`src/rtl/usf_map.vh`:
```
`ifndef USF_MAP_VH
`define USF_MAP_VH
// ----------------------------------------
// register byte offsets
// ----------------------------------------
`define USF_ADDR_DATA 8'h00
`define USF_ADDR_STAT 8'h04
`define USF_ADDR_CTRL 8'h08
`define USF_ADDR_IRQ_STAT 8'h0c
`define USF_ADDR_IRQ_MASK 8'h10
// ----------------------------------------
// port_status_reg bit positions
// ----------------------------------------
`define USF_ST_TXE 0
`define USF_ST_TXC 1
`define USF_ST_RXR 2
`define USF_ST_RXIDLE 3
`define USF_ST_OVR 4
`define USF_ST_FERR 5
`define USF_ST_NOISE 6
`define USF_ST_PERR 7
// ----------------------------------------
// control register bit positions
// ----------------------------------------
`define USF_CT_PEN 0
`define USF_CT_TXEN 1
`define USF_CT_RXIE 2
// ----------------------------------------
// interrupt status / mask bit positions
// ----------------------------------------
`define USF_IRQ_RX 0
`define USF_IRQ_TXE 1
`define USF_IRQ_TXC 2
`define USF_IRQ_ERR 3
// ----------------------------------------
// reset values
// ----------------------------------------
`define USF_CTRL_RST 3'h0
`define USF_IRQ_RST 4'h0
`endif

```
`src/rtl/usf_rx_flags.v`:
```
`timescale 1ns/100ps
module usf_rx_flags #(
  parameter DATA_W = 8
) (
  input wire clk_sys,
  input wire srst,
  input wire port_en,
  input wire start_det,
  input wire stop_done,
  input wire char_done,
  input wire [DATA_W-1:0] char_in,
  input wire noise_in,
  input wire frame_in,
  input wire parity_in,
  input wire rd_clear,
  input wire err_clear,
  output reg rx_idle_flag_r,
  output reg rx_data_ready_flag_r,
  output reg noise_flag_r,
  output reg framing_error_flag_r,
  output reg parity_error_flag_r,
  output reg overrun_flag_r,
  output reg [DATA_W-1:0] rx_data_r,
  output wire xfer,
  output wire ovr_set
);
  // room exists if empty or being emptied in this very cycle
  assign xfer = port_en & char_done & ~overrun_flag_r & (~rx_data_ready_flag_r | rd_clear);
  assign ovr_set = port_en & char_done & ~overrun_flag_r & rx_data_ready_flag_r & ~rd_clear;

  always @(posedge clk_sys) begin
    if (srst || !port_en) begin
      rx_idle_flag_r <= 1'b1;
      rx_data_ready_flag_r <= 1'b0;
      noise_flag_r <= 1'b0;
      framing_error_flag_r <= 1'b0;
      parity_error_flag_r <= 1'b0;
      overrun_flag_r <= 1'b0;
      rx_data_r <= {DATA_W{1'b0}};
    end else begin
      if (start_det) begin
        rx_idle_flag_r <= 1'b0;
      end else if (stop_done) begin
        rx_idle_flag_r <= 1'b1;
      end
      if (xfer) begin
        rx_data_r <= char_in;
        rx_data_ready_flag_r <= 1'b1;
      end else if (rd_clear) begin
        rx_data_ready_flag_r <= 1'b0;
      end
      // noise, framing and parity flags land with the ready flag; set wins over clear
      noise_flag_r <= (xfer & noise_in) | (noise_flag_r & ~err_clear);
      framing_error_flag_r <= (xfer & frame_in) | (framing_error_flag_r & ~err_clear);
      parity_error_flag_r <= (xfer & parity_in) | (parity_error_flag_r & ~err_clear);
      overrun_flag_r <= ovr_set | (overrun_flag_r & ~err_clear);
    end
  end
endmodule

```
`src/rtl/usf_top.v`:
```
// Contract
// receiver idle reads 0 from start-bit detection until that stop bit completes.
// receiver idle reads 1 between stop completion and next start bit; code sets it only if rx_line_pin is high as the stop bit completes.
// character moved into data register sets receive-data-ready to 1.
// receive interrupt raised on that transfer only when receive irq enable is 1.
// noise, framing, parity flags set in same cycle as receive-data-ready.
// receive-data-ready clears after status read seeing it, data read, no more data.
// transmit-complete sets when buffer empty and no data or break shifting.
// transmit pin held high while transmit-complete is 1.
// transmit-complete clears on status read seeing it then data write.
// transmit-complete never asserted while data or break is queued; code leaves it at 1 if a break starts while it is already 1.
// buffer-empty goes 1 when shifter takes the character, 0 until then.
// buffer-empty clears on status read seeing it then data write.
// setting transmitter enable also sets buffer-empty.
// port disable clears receive and error flags, sets idle/complete/empty flags.
// overrun set blocks further receive transfers until it is cleared.
// flags are clocked and read-only; status writes do nothing.
`timescale 1ns/100ps
`include "usf_map.vh"
module usf_top #(
  parameter DATA_W = 8,
  parameter ADDR_W = 8
) (
  input wire clk_sys,
  input wire srst,
  // wishbone classic slave
  input wire wb_cyc_i,
  input wire wb_stb_i,
  input wire wb_we_i,
  input wire [ADDR_W-1:0] wb_adr_i,
  input wire [3:0] wb_sel_i,
  input wire [31:0] wb_dat_i,
  output reg [31:0] wb_dat_o,
  output reg wb_ack_o,
  output reg irq_o,
  // receiver side of the port
  input wire rx_line_pin,
  input wire rx_start_det,
  input wire rx_stop_done,
  input wire rx_char_done,
  input wire [DATA_W-1:0] rx_char,
  input wire rx_noise_det,
  input wire rx_frame_err_det,
  input wire rx_parity_err_det,
  // transmitter side of the port
  input wire tx_shift_load,
  input wire tx_shift_busy,
  input wire tx_break_active,
  input wire tx_serial_bit,
  output reg [DATA_W-1:0] tx_data_r,
  output reg tx_data_valid_r,
  output reg tx_line_pin,
  output reg port_enable_r,
  output reg transmitter_enable_r
);
  // ----------------------------------------
  // address decode
  // ----------------------------------------
  // low two address bits ignored: registers sit on word boundaries
  function hit;
    input [ADDR_W-1:0] a;
    input [7:0] off;
    begin
      hit = (a[ADDR_W-1:2] == off[ADDR_W-1:2]);
    end
  endfunction

  wire acc = wb_cyc_i & wb_stb_i & ~wb_ack_o;
  wire acc_rd = acc & ~wb_we_i;
  wire acc_wr = acc & wb_we_i & wb_sel_i[0];

  wire sel_data = hit(wb_adr_i, `USF_ADDR_DATA);
  wire sel_stat = hit(wb_adr_i, `USF_ADDR_STAT);
  wire sel_ctrl = hit(wb_adr_i, `USF_ADDR_CTRL);
  wire sel_istat = hit(wb_adr_i, `USF_ADDR_IRQ_STAT);
  wire sel_imask = hit(wb_adr_i, `USF_ADDR_IRQ_MASK);

  wire data_rd = acc_rd & sel_data;
  wire data_wr = acc_wr & sel_data;
  wire stat_rd = acc_rd & sel_stat;
  wire data_acc = data_rd | data_wr;

  // ----------------------------------------
  // control registers
  // ----------------------------------------
  reg rx_irq_enable_r;
  reg [3:0] irq_stat_r;
  reg [3:0] irq_stat_nxt;
  reg [3:0] irq_mask_r;
  reg txen_d_r;

  wire wr_ctrl = acc_wr & sel_ctrl;
  wire pen_nxt = wr_ctrl ? wb_dat_i[`USF_CT_PEN] : port_enable_r;

  always @(posedge clk_sys) begin
    if (srst) begin
      {rx_irq_enable_r, transmitter_enable_r, port_enable_r} <= `USF_CTRL_RST;
      txen_d_r <= 1'b0;
    end else begin
      if (wr_ctrl) begin
        port_enable_r <= wb_dat_i[`USF_CT_PEN];
        rx_irq_enable_r <= wb_dat_i[`USF_CT_RXIE];
      end
      // disabling the port also drops the transmitter enable
      if (!pen_nxt) begin
        transmitter_enable_r <= 1'b0;
      end else if (wr_ctrl) begin
        transmitter_enable_r <= wb_dat_i[`USF_CT_TXEN];
      end
      txen_d_r <= transmitter_enable_r;
    end
  end

  // re-enabling the transmitter sets buffer-empty even while a char is still pending in the holding register
  wire txen_rise = transmitter_enable_r & ~txen_d_r;

  // ----------------------------------------
  // flag units
  // ----------------------------------------
  wire rx_idle_flag;
  wire rx_data_ready_flag;
  wire noise_flag;
  wire framing_error_flag;
  wire parity_error_flag;
  wire overrun_flag;
  wire [DATA_W-1:0] rx_data;
  wire rx_xfer;
  wire rx_ovr_set;
  wire tx_buffer_empty_flag;
  wire tx_complete_flag;
  wire tx_pending;
  wire txe_set;
  wire txc_set;

  // clear sequence arming: status read that saw the flag set
  reg arm_rx_r;
  reg arm_err_r;
  reg arm_txe_r;
  reg arm_txc_r;

  wire rd_clear = data_rd & arm_rx_r;
  wire err_clear = data_acc & arm_err_r;
  wire clr_txe = data_wr & arm_txe_r;
  wire clr_txc = data_wr & arm_txc_r;

  usf_rx_flags #(
    .DATA_W(DATA_W)
  ) u_rx (
    .clk_sys(clk_sys),
    .srst(srst),
    .port_en(port_enable_r),
    .start_det(rx_start_det),
    .stop_done(rx_stop_done & rx_line_pin),
    .char_done(rx_char_done),
    .char_in(rx_char),
    .noise_in(rx_noise_det),
    .frame_in(rx_frame_err_det),
    .parity_in(rx_parity_err_det),
    .rd_clear(rd_clear),
    .err_clear(err_clear),
    .rx_idle_flag_r(rx_idle_flag),
    .rx_data_ready_flag_r(rx_data_ready_flag),
    .noise_flag_r(noise_flag),
    .framing_error_flag_r(framing_error_flag),
    .parity_error_flag_r(parity_error_flag),
    .overrun_flag_r(overrun_flag),
    .rx_data_r(rx_data),
    .xfer(rx_xfer),
    .ovr_set(rx_ovr_set)
  );

  usf_tx_flags u_tx (
    .clk_sys(clk_sys),
    .srst(srst),
    .port_en(port_enable_r),
    .txen_rise(txen_rise),
    .data_wr(data_wr & port_enable_r),
    .clr_txe(clr_txe),
    .clr_txc(clr_txc),
    .shift_load(tx_shift_load),
    .shift_busy(tx_shift_busy),
    .break_active(tx_break_active),
    .tx_buffer_empty_flag_r(tx_buffer_empty_flag),
    .tx_complete_flag_r(tx_complete_flag),
    .tx_pending_r(tx_pending),
    .txe_set(txe_set),
    .txc_set(txc_set)
  );

  // ----------------------------------------
  // status register image
  // ----------------------------------------
  wire [7:0] port_status_reg;
  assign port_status_reg[`USF_ST_TXE] = tx_buffer_empty_flag;
  assign port_status_reg[`USF_ST_TXC] = tx_complete_flag;
  assign port_status_reg[`USF_ST_RXR] = rx_data_ready_flag;
  assign port_status_reg[`USF_ST_RXIDLE] = rx_idle_flag;
  assign port_status_reg[`USF_ST_OVR] = overrun_flag;
  assign port_status_reg[`USF_ST_FERR] = framing_error_flag;
  assign port_status_reg[`USF_ST_NOISE] = noise_flag;
  assign port_status_reg[`USF_ST_PERR] = parity_error_flag;

  wire any_err = noise_flag | framing_error_flag | parity_error_flag | overrun_flag;

  // ----------------------------------------
  // clear sequence tracking
  // ----------------------------------------
  // a status read that saw a flag at 0 disarms it, so a stale read cannot clear it
  always @(posedge clk_sys) begin
    if (srst || !port_enable_r) begin
      arm_rx_r <= 1'b0;
      arm_err_r <= 1'b0;
      arm_txe_r <= 1'b0;
      arm_txc_r <= 1'b0;
    end else if (stat_rd) begin
      arm_rx_r <= rx_data_ready_flag;
      arm_err_r <= any_err;
      arm_txe_r <= tx_buffer_empty_flag;
      arm_txc_r <= tx_complete_flag;
    end else begin
      // a data access consumes the armed sequence
      if (data_rd) begin
        arm_rx_r <= 1'b0;
      end
      if (data_acc) begin
        arm_err_r <= 1'b0;
      end
      if (data_wr) begin
        arm_txe_r <= 1'b0;
        arm_txc_r <= 1'b0;
      end
    end
  end

  // ----------------------------------------
  // interrupt status, mask and output
  // ----------------------------------------
  wire [3:0] irq_evt;
  assign irq_evt[`USF_IRQ_RX] = rx_xfer & rx_irq_enable_r;
  assign irq_evt[`USF_IRQ_TXE] = txe_set & ~tx_buffer_empty_flag;
  assign irq_evt[`USF_IRQ_TXC] = txc_set & ~tx_complete_flag;
  assign irq_evt[`USF_IRQ_ERR] = rx_ovr_set | (rx_xfer & (rx_noise_det | rx_frame_err_det | rx_parity_err_det));

  wire istat_w1c = acc_wr & sel_istat;

  always @* begin
    irq_stat_nxt = irq_stat_r;
    if (istat_w1c) begin
      irq_stat_nxt = irq_stat_nxt & ~wb_dat_i[3:0];
    end
    // an event in the clearing cycle survives
    irq_stat_nxt = irq_stat_nxt | irq_evt;
  end

  always @(posedge clk_sys) begin
    if (srst) begin
      irq_stat_r <= `USF_IRQ_RST;
      irq_mask_r <= `USF_IRQ_RST;
      irq_o <= 1'b0;
    end else begin
      irq_stat_r <= irq_stat_nxt;
      if (acc_wr && sel_imask) begin
        irq_mask_r <= wb_dat_i[3:0];
      end
      // registered so the pin has no decode glitch; one cycle behind the status
      irq_o <= |(irq_stat_r & irq_mask_r);
    end
  end

  // ----------------------------------------
  // bus answer and read data
  // ----------------------------------------
  reg [31:0] rd_mux;

  // status writes fall through: flags are read-only
  always @* begin
    rd_mux = 32'h0000_0000;
    if (sel_data) begin
      rd_mux[DATA_W-1:0] = rx_data;
    end else if (sel_stat) begin
      rd_mux[7:0] = port_status_reg;
    end else if (sel_ctrl) begin
      rd_mux[`USF_CT_PEN] = port_enable_r;
      rd_mux[`USF_CT_TXEN] = transmitter_enable_r;
      rd_mux[`USF_CT_RXIE] = rx_irq_enable_r;
    end else if (sel_istat) begin
      rd_mux[3:0] = irq_stat_r;
    end else if (sel_imask) begin
      rd_mux[3:0] = irq_mask_r;
    end
  end

  // answer one cycle after the take; ack high in between blocks a second take
  always @(posedge clk_sys) begin
    if (srst) begin
      wb_ack_o <= 1'b0;
    end else begin
      // unmapped addresses still ack, reading zero
      wb_ack_o <= acc;
    end
  end

  // read data holds until the next read so a late sample still sees it
  always @(posedge clk_sys) begin
    if (srst) begin
      wb_dat_o <= 32'h0000_0000;
    end else if (acc_rd) begin
      wb_dat_o <= rd_mux;
    end
  end

  // ----------------------------------------
  // transmit data register and line
  // ----------------------------------------
  wire tx_take = data_wr & port_enable_r;
  wire tx_valid_nxt = port_enable_r & (tx_take | (tx_pending & ~tx_shift_load));
  wire tx_line_nxt = tx_complete_flag | tx_serial_bit;

  // written data is dropped while the port is off
  always @(posedge clk_sys) begin
    if (srst) begin
      tx_data_r <= {DATA_W{1'b0}};
    end else if (tx_take) begin
      tx_data_r <= wb_dat_i[DATA_W-1:0];
    end
  end

  // mirrors the queue state seen by the shifter
  always @(posedge clk_sys) begin
    if (srst) begin
      tx_data_valid_r <= 1'b0;
    end else begin
      tx_data_valid_r <= tx_valid_nxt;
    end
  end

  // serial bits reach the pin whenever the complete flag is 0, during a break as well as a character;
  // the complete flag overrides the shifter so the idle line stays high
  always @(posedge clk_sys) begin
    if (srst) begin
      tx_line_pin <= 1'b1;
    end else begin
      tx_line_pin <= tx_line_nxt;
    end
  end
endmodule

```
`src/rtl/usf_tx_flags.v`:
```
`timescale 1ns/100ps
module usf_tx_flags (
  input wire clk_sys,
  input wire srst,
  input wire port_en,
  input wire txen_rise,
  input wire data_wr,
  input wire clr_txe,
  input wire clr_txc,
  input wire shift_load,
  input wire shift_busy,
  input wire break_active,
  output reg tx_buffer_empty_flag_r,
  output reg tx_complete_flag_r,
  output reg tx_pending_r,
  output wire txe_set,
  output wire txc_set
);
  assign txe_set = shift_load | txen_rise;
  // nothing queued, nothing shifting, no break
  assign txc_set = tx_buffer_empty_flag_r & ~tx_pending_r & ~data_wr & ~shift_busy & ~break_active;

  always @(posedge clk_sys) begin
    if (srst || !port_en) begin
      tx_buffer_empty_flag_r <= 1'b1;
      tx_complete_flag_r <= 1'b1;
      tx_pending_r <= 1'b0;
    end else begin
      if (data_wr) begin
        tx_pending_r <= 1'b1;
      end else if (shift_load) begin
        tx_pending_r <= 1'b0;
      end
      if (txe_set) begin
        tx_buffer_empty_flag_r <= 1'b1;
      end else if (clr_txe) begin
        tx_buffer_empty_flag_r <= 1'b0;
      end
      if (txc_set) begin
        tx_complete_flag_r <= 1'b1;
      end else if (clr_txc || tx_pending_r || data_wr) begin
        // a char entering the queue drops the flag at once, not a cycle late
        tx_complete_flag_r <= 1'b0;
      end
    end
  end
endmodule

```
`config.mk`:
```
export PLATFORM = sky130hd
export DESIGN_NAME = usf_top
export DESIGN_NICKNAME = d
export VERILOG_FILES = /design/src/rtl/usf_rx_flags.v /design/src/rtl/usf_top.v /design/src/rtl/usf_tx_flags.v
export VERILOG_INCLUDE_DIRS = /design/src /design/src/rtl
export SDC_FILE = /design/constraint.sdc
export NUM_CORES = 1
export LEC_CHECK = 0
export BUFFER_PORTS_ARGS = -buffer_cell sky130_fd_sc_hd__buf_2
export CAP_MARGIN = 20
export CORE_MARGIN = 1
export CORE_UTILIZATION = 47
export DETAILED_ROUTE_END_ITERATION = 7
export PLACE_DENSITY = 0.8
export SETUP_SLACK_MARGIN = 0.5
export SYNTH_ARGS = -nofsm -noshare
export SYNTH_HDL_FRONTEND = slang
export SYNTH_SLANG_ARGS = --single-unit
```
`constraint.sdc`:
```
create_clock -name clk_sys -period 2.2 [get_ports clk_sys]
set_input_delay 0.44 -clock clk_sys [delete_from_list [all_inputs] [get_ports clk_sys]]
set_output_delay 0.44 -clock clk_sys [all_outputs]
set_load 0.02 [all_outputs]
```
==> results.yml <==
status:
  outcome: "completed"
yosys:
  synth-adder-area-share: 0
  synth_mux_area_frac: 0.0775
  synth_area_um2: 2520
  syn_inst: 289
  synth_top_family_by_area: "simple AND/OR/NAND/NOR gates"
  synth_seq_cells: 52
  async_flop_share: 0
  synth.yosys.seq_area_share: 0.413
  synth-compound-area-share: 0.175
  synth-edff-count: 0
  ys_types: 47
  synth_flop_cell: "dfxtp_1"
  synthXorXnorAreaFrac: 0
  synthSimpleGateAreaFrac: 0.215
  ys_warn_count: 0
  syn_avg_cell_area_um2: 8.72
clock_tree:
  cts_buffer_depth: 2
  cts.hold.buffers_added: 0
  cts-htree-levels: 2
  cts_tree: "yes"
  cts-root-buf: "clkbuf_8"
  clock-sinks: 52
  clk_latency_ns: 0.30
  clk_pin_slew_ns: 0.09
  cts_buffers: 5
final_layout:
  antenna_cells: 0
  multi_input_area_um2: 1340
  utilization: 0.598
  drive_above_1_share: 0.301
  final_cell_area_um2: 3070
  final_common_cell: "buf_2"
  area_growth_pct: 21.9
  seqCellArea_um2: 1040
  nets: 429
  final_cell_mix: "buf_2, dfxtp_1, nand2_1"
  nFillCells: 457
worst_setup_path:
  critPathRequiredTime_ns: 2.38
  path_buf_inv: 1
  crit_family: "simple AND/OR/NAND/NOR gates"
  arrival_ns: 1.95
  crit_path_start_kind: "primary input"
  cp.depth: 5
  end_kind: "register"
  crit_type: "in2reg"
  critPathSlowestCell: "or4_4"
  cpPeakStageDelay_ns: 0.58
  worstPathCellList: "buf_6 > or4_4 > or4_4 > nor2_1 > o21ai_0"
  worstPathMaxFanout: 13
  worst-r2r-cell-count: 4
  cp_common_cell: "or4_4"
min_path:
  hold_class: "in2reg"
  holdPathStages: 2
die:
  die_area_um2: 5660
  io_pins: 114
  dieWidth_um: 75.2
  core-area_um2: 5140
  die_h_um: 75.2
  start_util: 0.490
  row_count: 26
sta:
  max_freq_mhz: 567
  min_period_ns: 1.76
  setup_slack_ns: 0.436
  hold_viol: 0
  fin_tns_setup_ns: 0
  timing.final.crit_share: 0.802
  clock_skew_ns: 0.00456
  finalSetupViolCount: 0
  rsz0062_at_grt: "true"
  drv_slew: 0
route:
  routed_wl_um: 6190
  highest_layer: "met4"
  via_per_inst: 5.41
  wl_met2_um: 3020
  drc: 0
  drt-pass1-iter-count: 6
  num_vias: 2336
  drtIter0Drc: 260
  wl_met1_um: 2650
  antenna_left: 0
  met3_length_um: 423
  wl_per_cell_um: 14.3
global_routing:
  grt_pass1_wl_um: 9540
  antenna_found_initial: 0
  grt_start_max_net_pins: 25
  gr-usage-all-layers: 0.224
  grt_pass1_vias: 2004
  grt_remaining_overflow: 0
placed_design:
  portBuffers: 60
  place_area_um2: 2890
  hpwl_um: 4330
  place_congestion: 0.843
  dp_slack_ns: 0.0307
power_and_ir_drop:
  ir_drop_uv: 338
  powerDensity_nw_per_um2: 547
  p_leak_nw: 1.19
run:
  drv_cap: 0
[layout make-up]
type / count / area share
clock inverters: 2 / 0.00326
flip-flops and latches: 52 / 0.339
multi-input cells: 211 / 0.436
clock buffers: 6 / 0.0269
well taps: 70 / 0.0285
repair buffers: 81 / 0.154
inverters: 10 / 0.0122
[repair_timing]
item,CTS,global route
resized for setup,5,4
setup endpoints to repair,26,37
setup buffers,1,3
gates cloned,1,0
endpoints found under the hold margin,0,0
pin swaps,5,3
[state kept, by name, indices dropped and copies added (netlist names), 4 cells and up]
signal,cells
u_rx.rx_data_r,8
tx_data_r,8
wb_dat_o,8
irq_stat_r,4
irq_mask_r,4
[worst paths after layout]
path | startpoint | end | slack (ns)
worst min register to register | wb_dat_o[6]$_SDFFE_PP0N_ | wb_dat_o[6]$_SDFFE_PP0N_ | 0.46
worst max-delay path | wb_adr_i[4] | irq_stat_r[2]$_SDFF_PP0_ | 0.44
worst max register to register | wb_ack_o$_SDFF_PP0_ | u_rx.rx_data_r[7]$_SDFFE_PP0N_ | 0.53
worst min-delay path | tx_serial_bit | tx_line_pin$_SDFF_PP1_ | 0.32
[synth_stat cells (3+ instances only)]
| master | count | area (µm²) |
|---|---|---|
| o21ai_0 | 15 | 75.1 |
| inv_1 | 9 | 33.8 |
| o2bb2ai_1 | 3 | 26.3 |
| mux2i_1 | 15 | 150 |
| nand2_1 | 28 | 105 |
| a31oi_1 | 5 | 31.3 |
| buf_4 | 24 | 180 |
| clkbuf_1 | 10 | 37.5 |
| a21oi_1 | 22 | 110 |
| mux2_2 | 4 | 45.0 |
| or3_1 | 4 | 25.0 |
| a32o_1 | 4 | 40.0 |
| o211ai_1 | 4 | 30.0 |
| nand3b_1 | 3 | 22.5 |
| nor2_1 | 20 | 75.1 |
| nand3_1 | 19 | 95.1 |
| dfxtp_1 | 52 | 1040 |
| nor4_1 | 9 | 56.3 |
| buf_2 | 3 | 15.0 |
[per-stage QoR]
step | hold slack [ns] | std cells | power, mW
floorplan | 0.432 | 312 | 1.09
global placement | 0.440 | 419 | 1.13
detailed placement | 0.449 | 419 | 1.13
CTS | 0.325 | 429 | 1.68
global route | 0.313 | 432 | 1.75
finish | 0.320 | 432 | 1.68
[logic make-up after synthesis]
| kind of cell | Yosys count |
|---|---|
| mux | 19 |
| simple gates | 100 |
| compound gates | 67 |
| buf+inv | 50 |
| other cells | 1 |
| flops | 52 |
[power breakdown]
part | switching [mW] | internal, mW
sequential | 0.00264 | 0.945
clock | 0.308 | 0.252
combinational | 0.116 | 0.0583
total | 0.427 | 1.25
[metal layers]
layer  vias up  GRT usage
met4         0     0.0761
li1       1135          -
met3        10     0.0388
met2        95      0.367
met5         -          0
met1      1096      0.301
No activity file was read; power rests on OpenSTA's default activity.
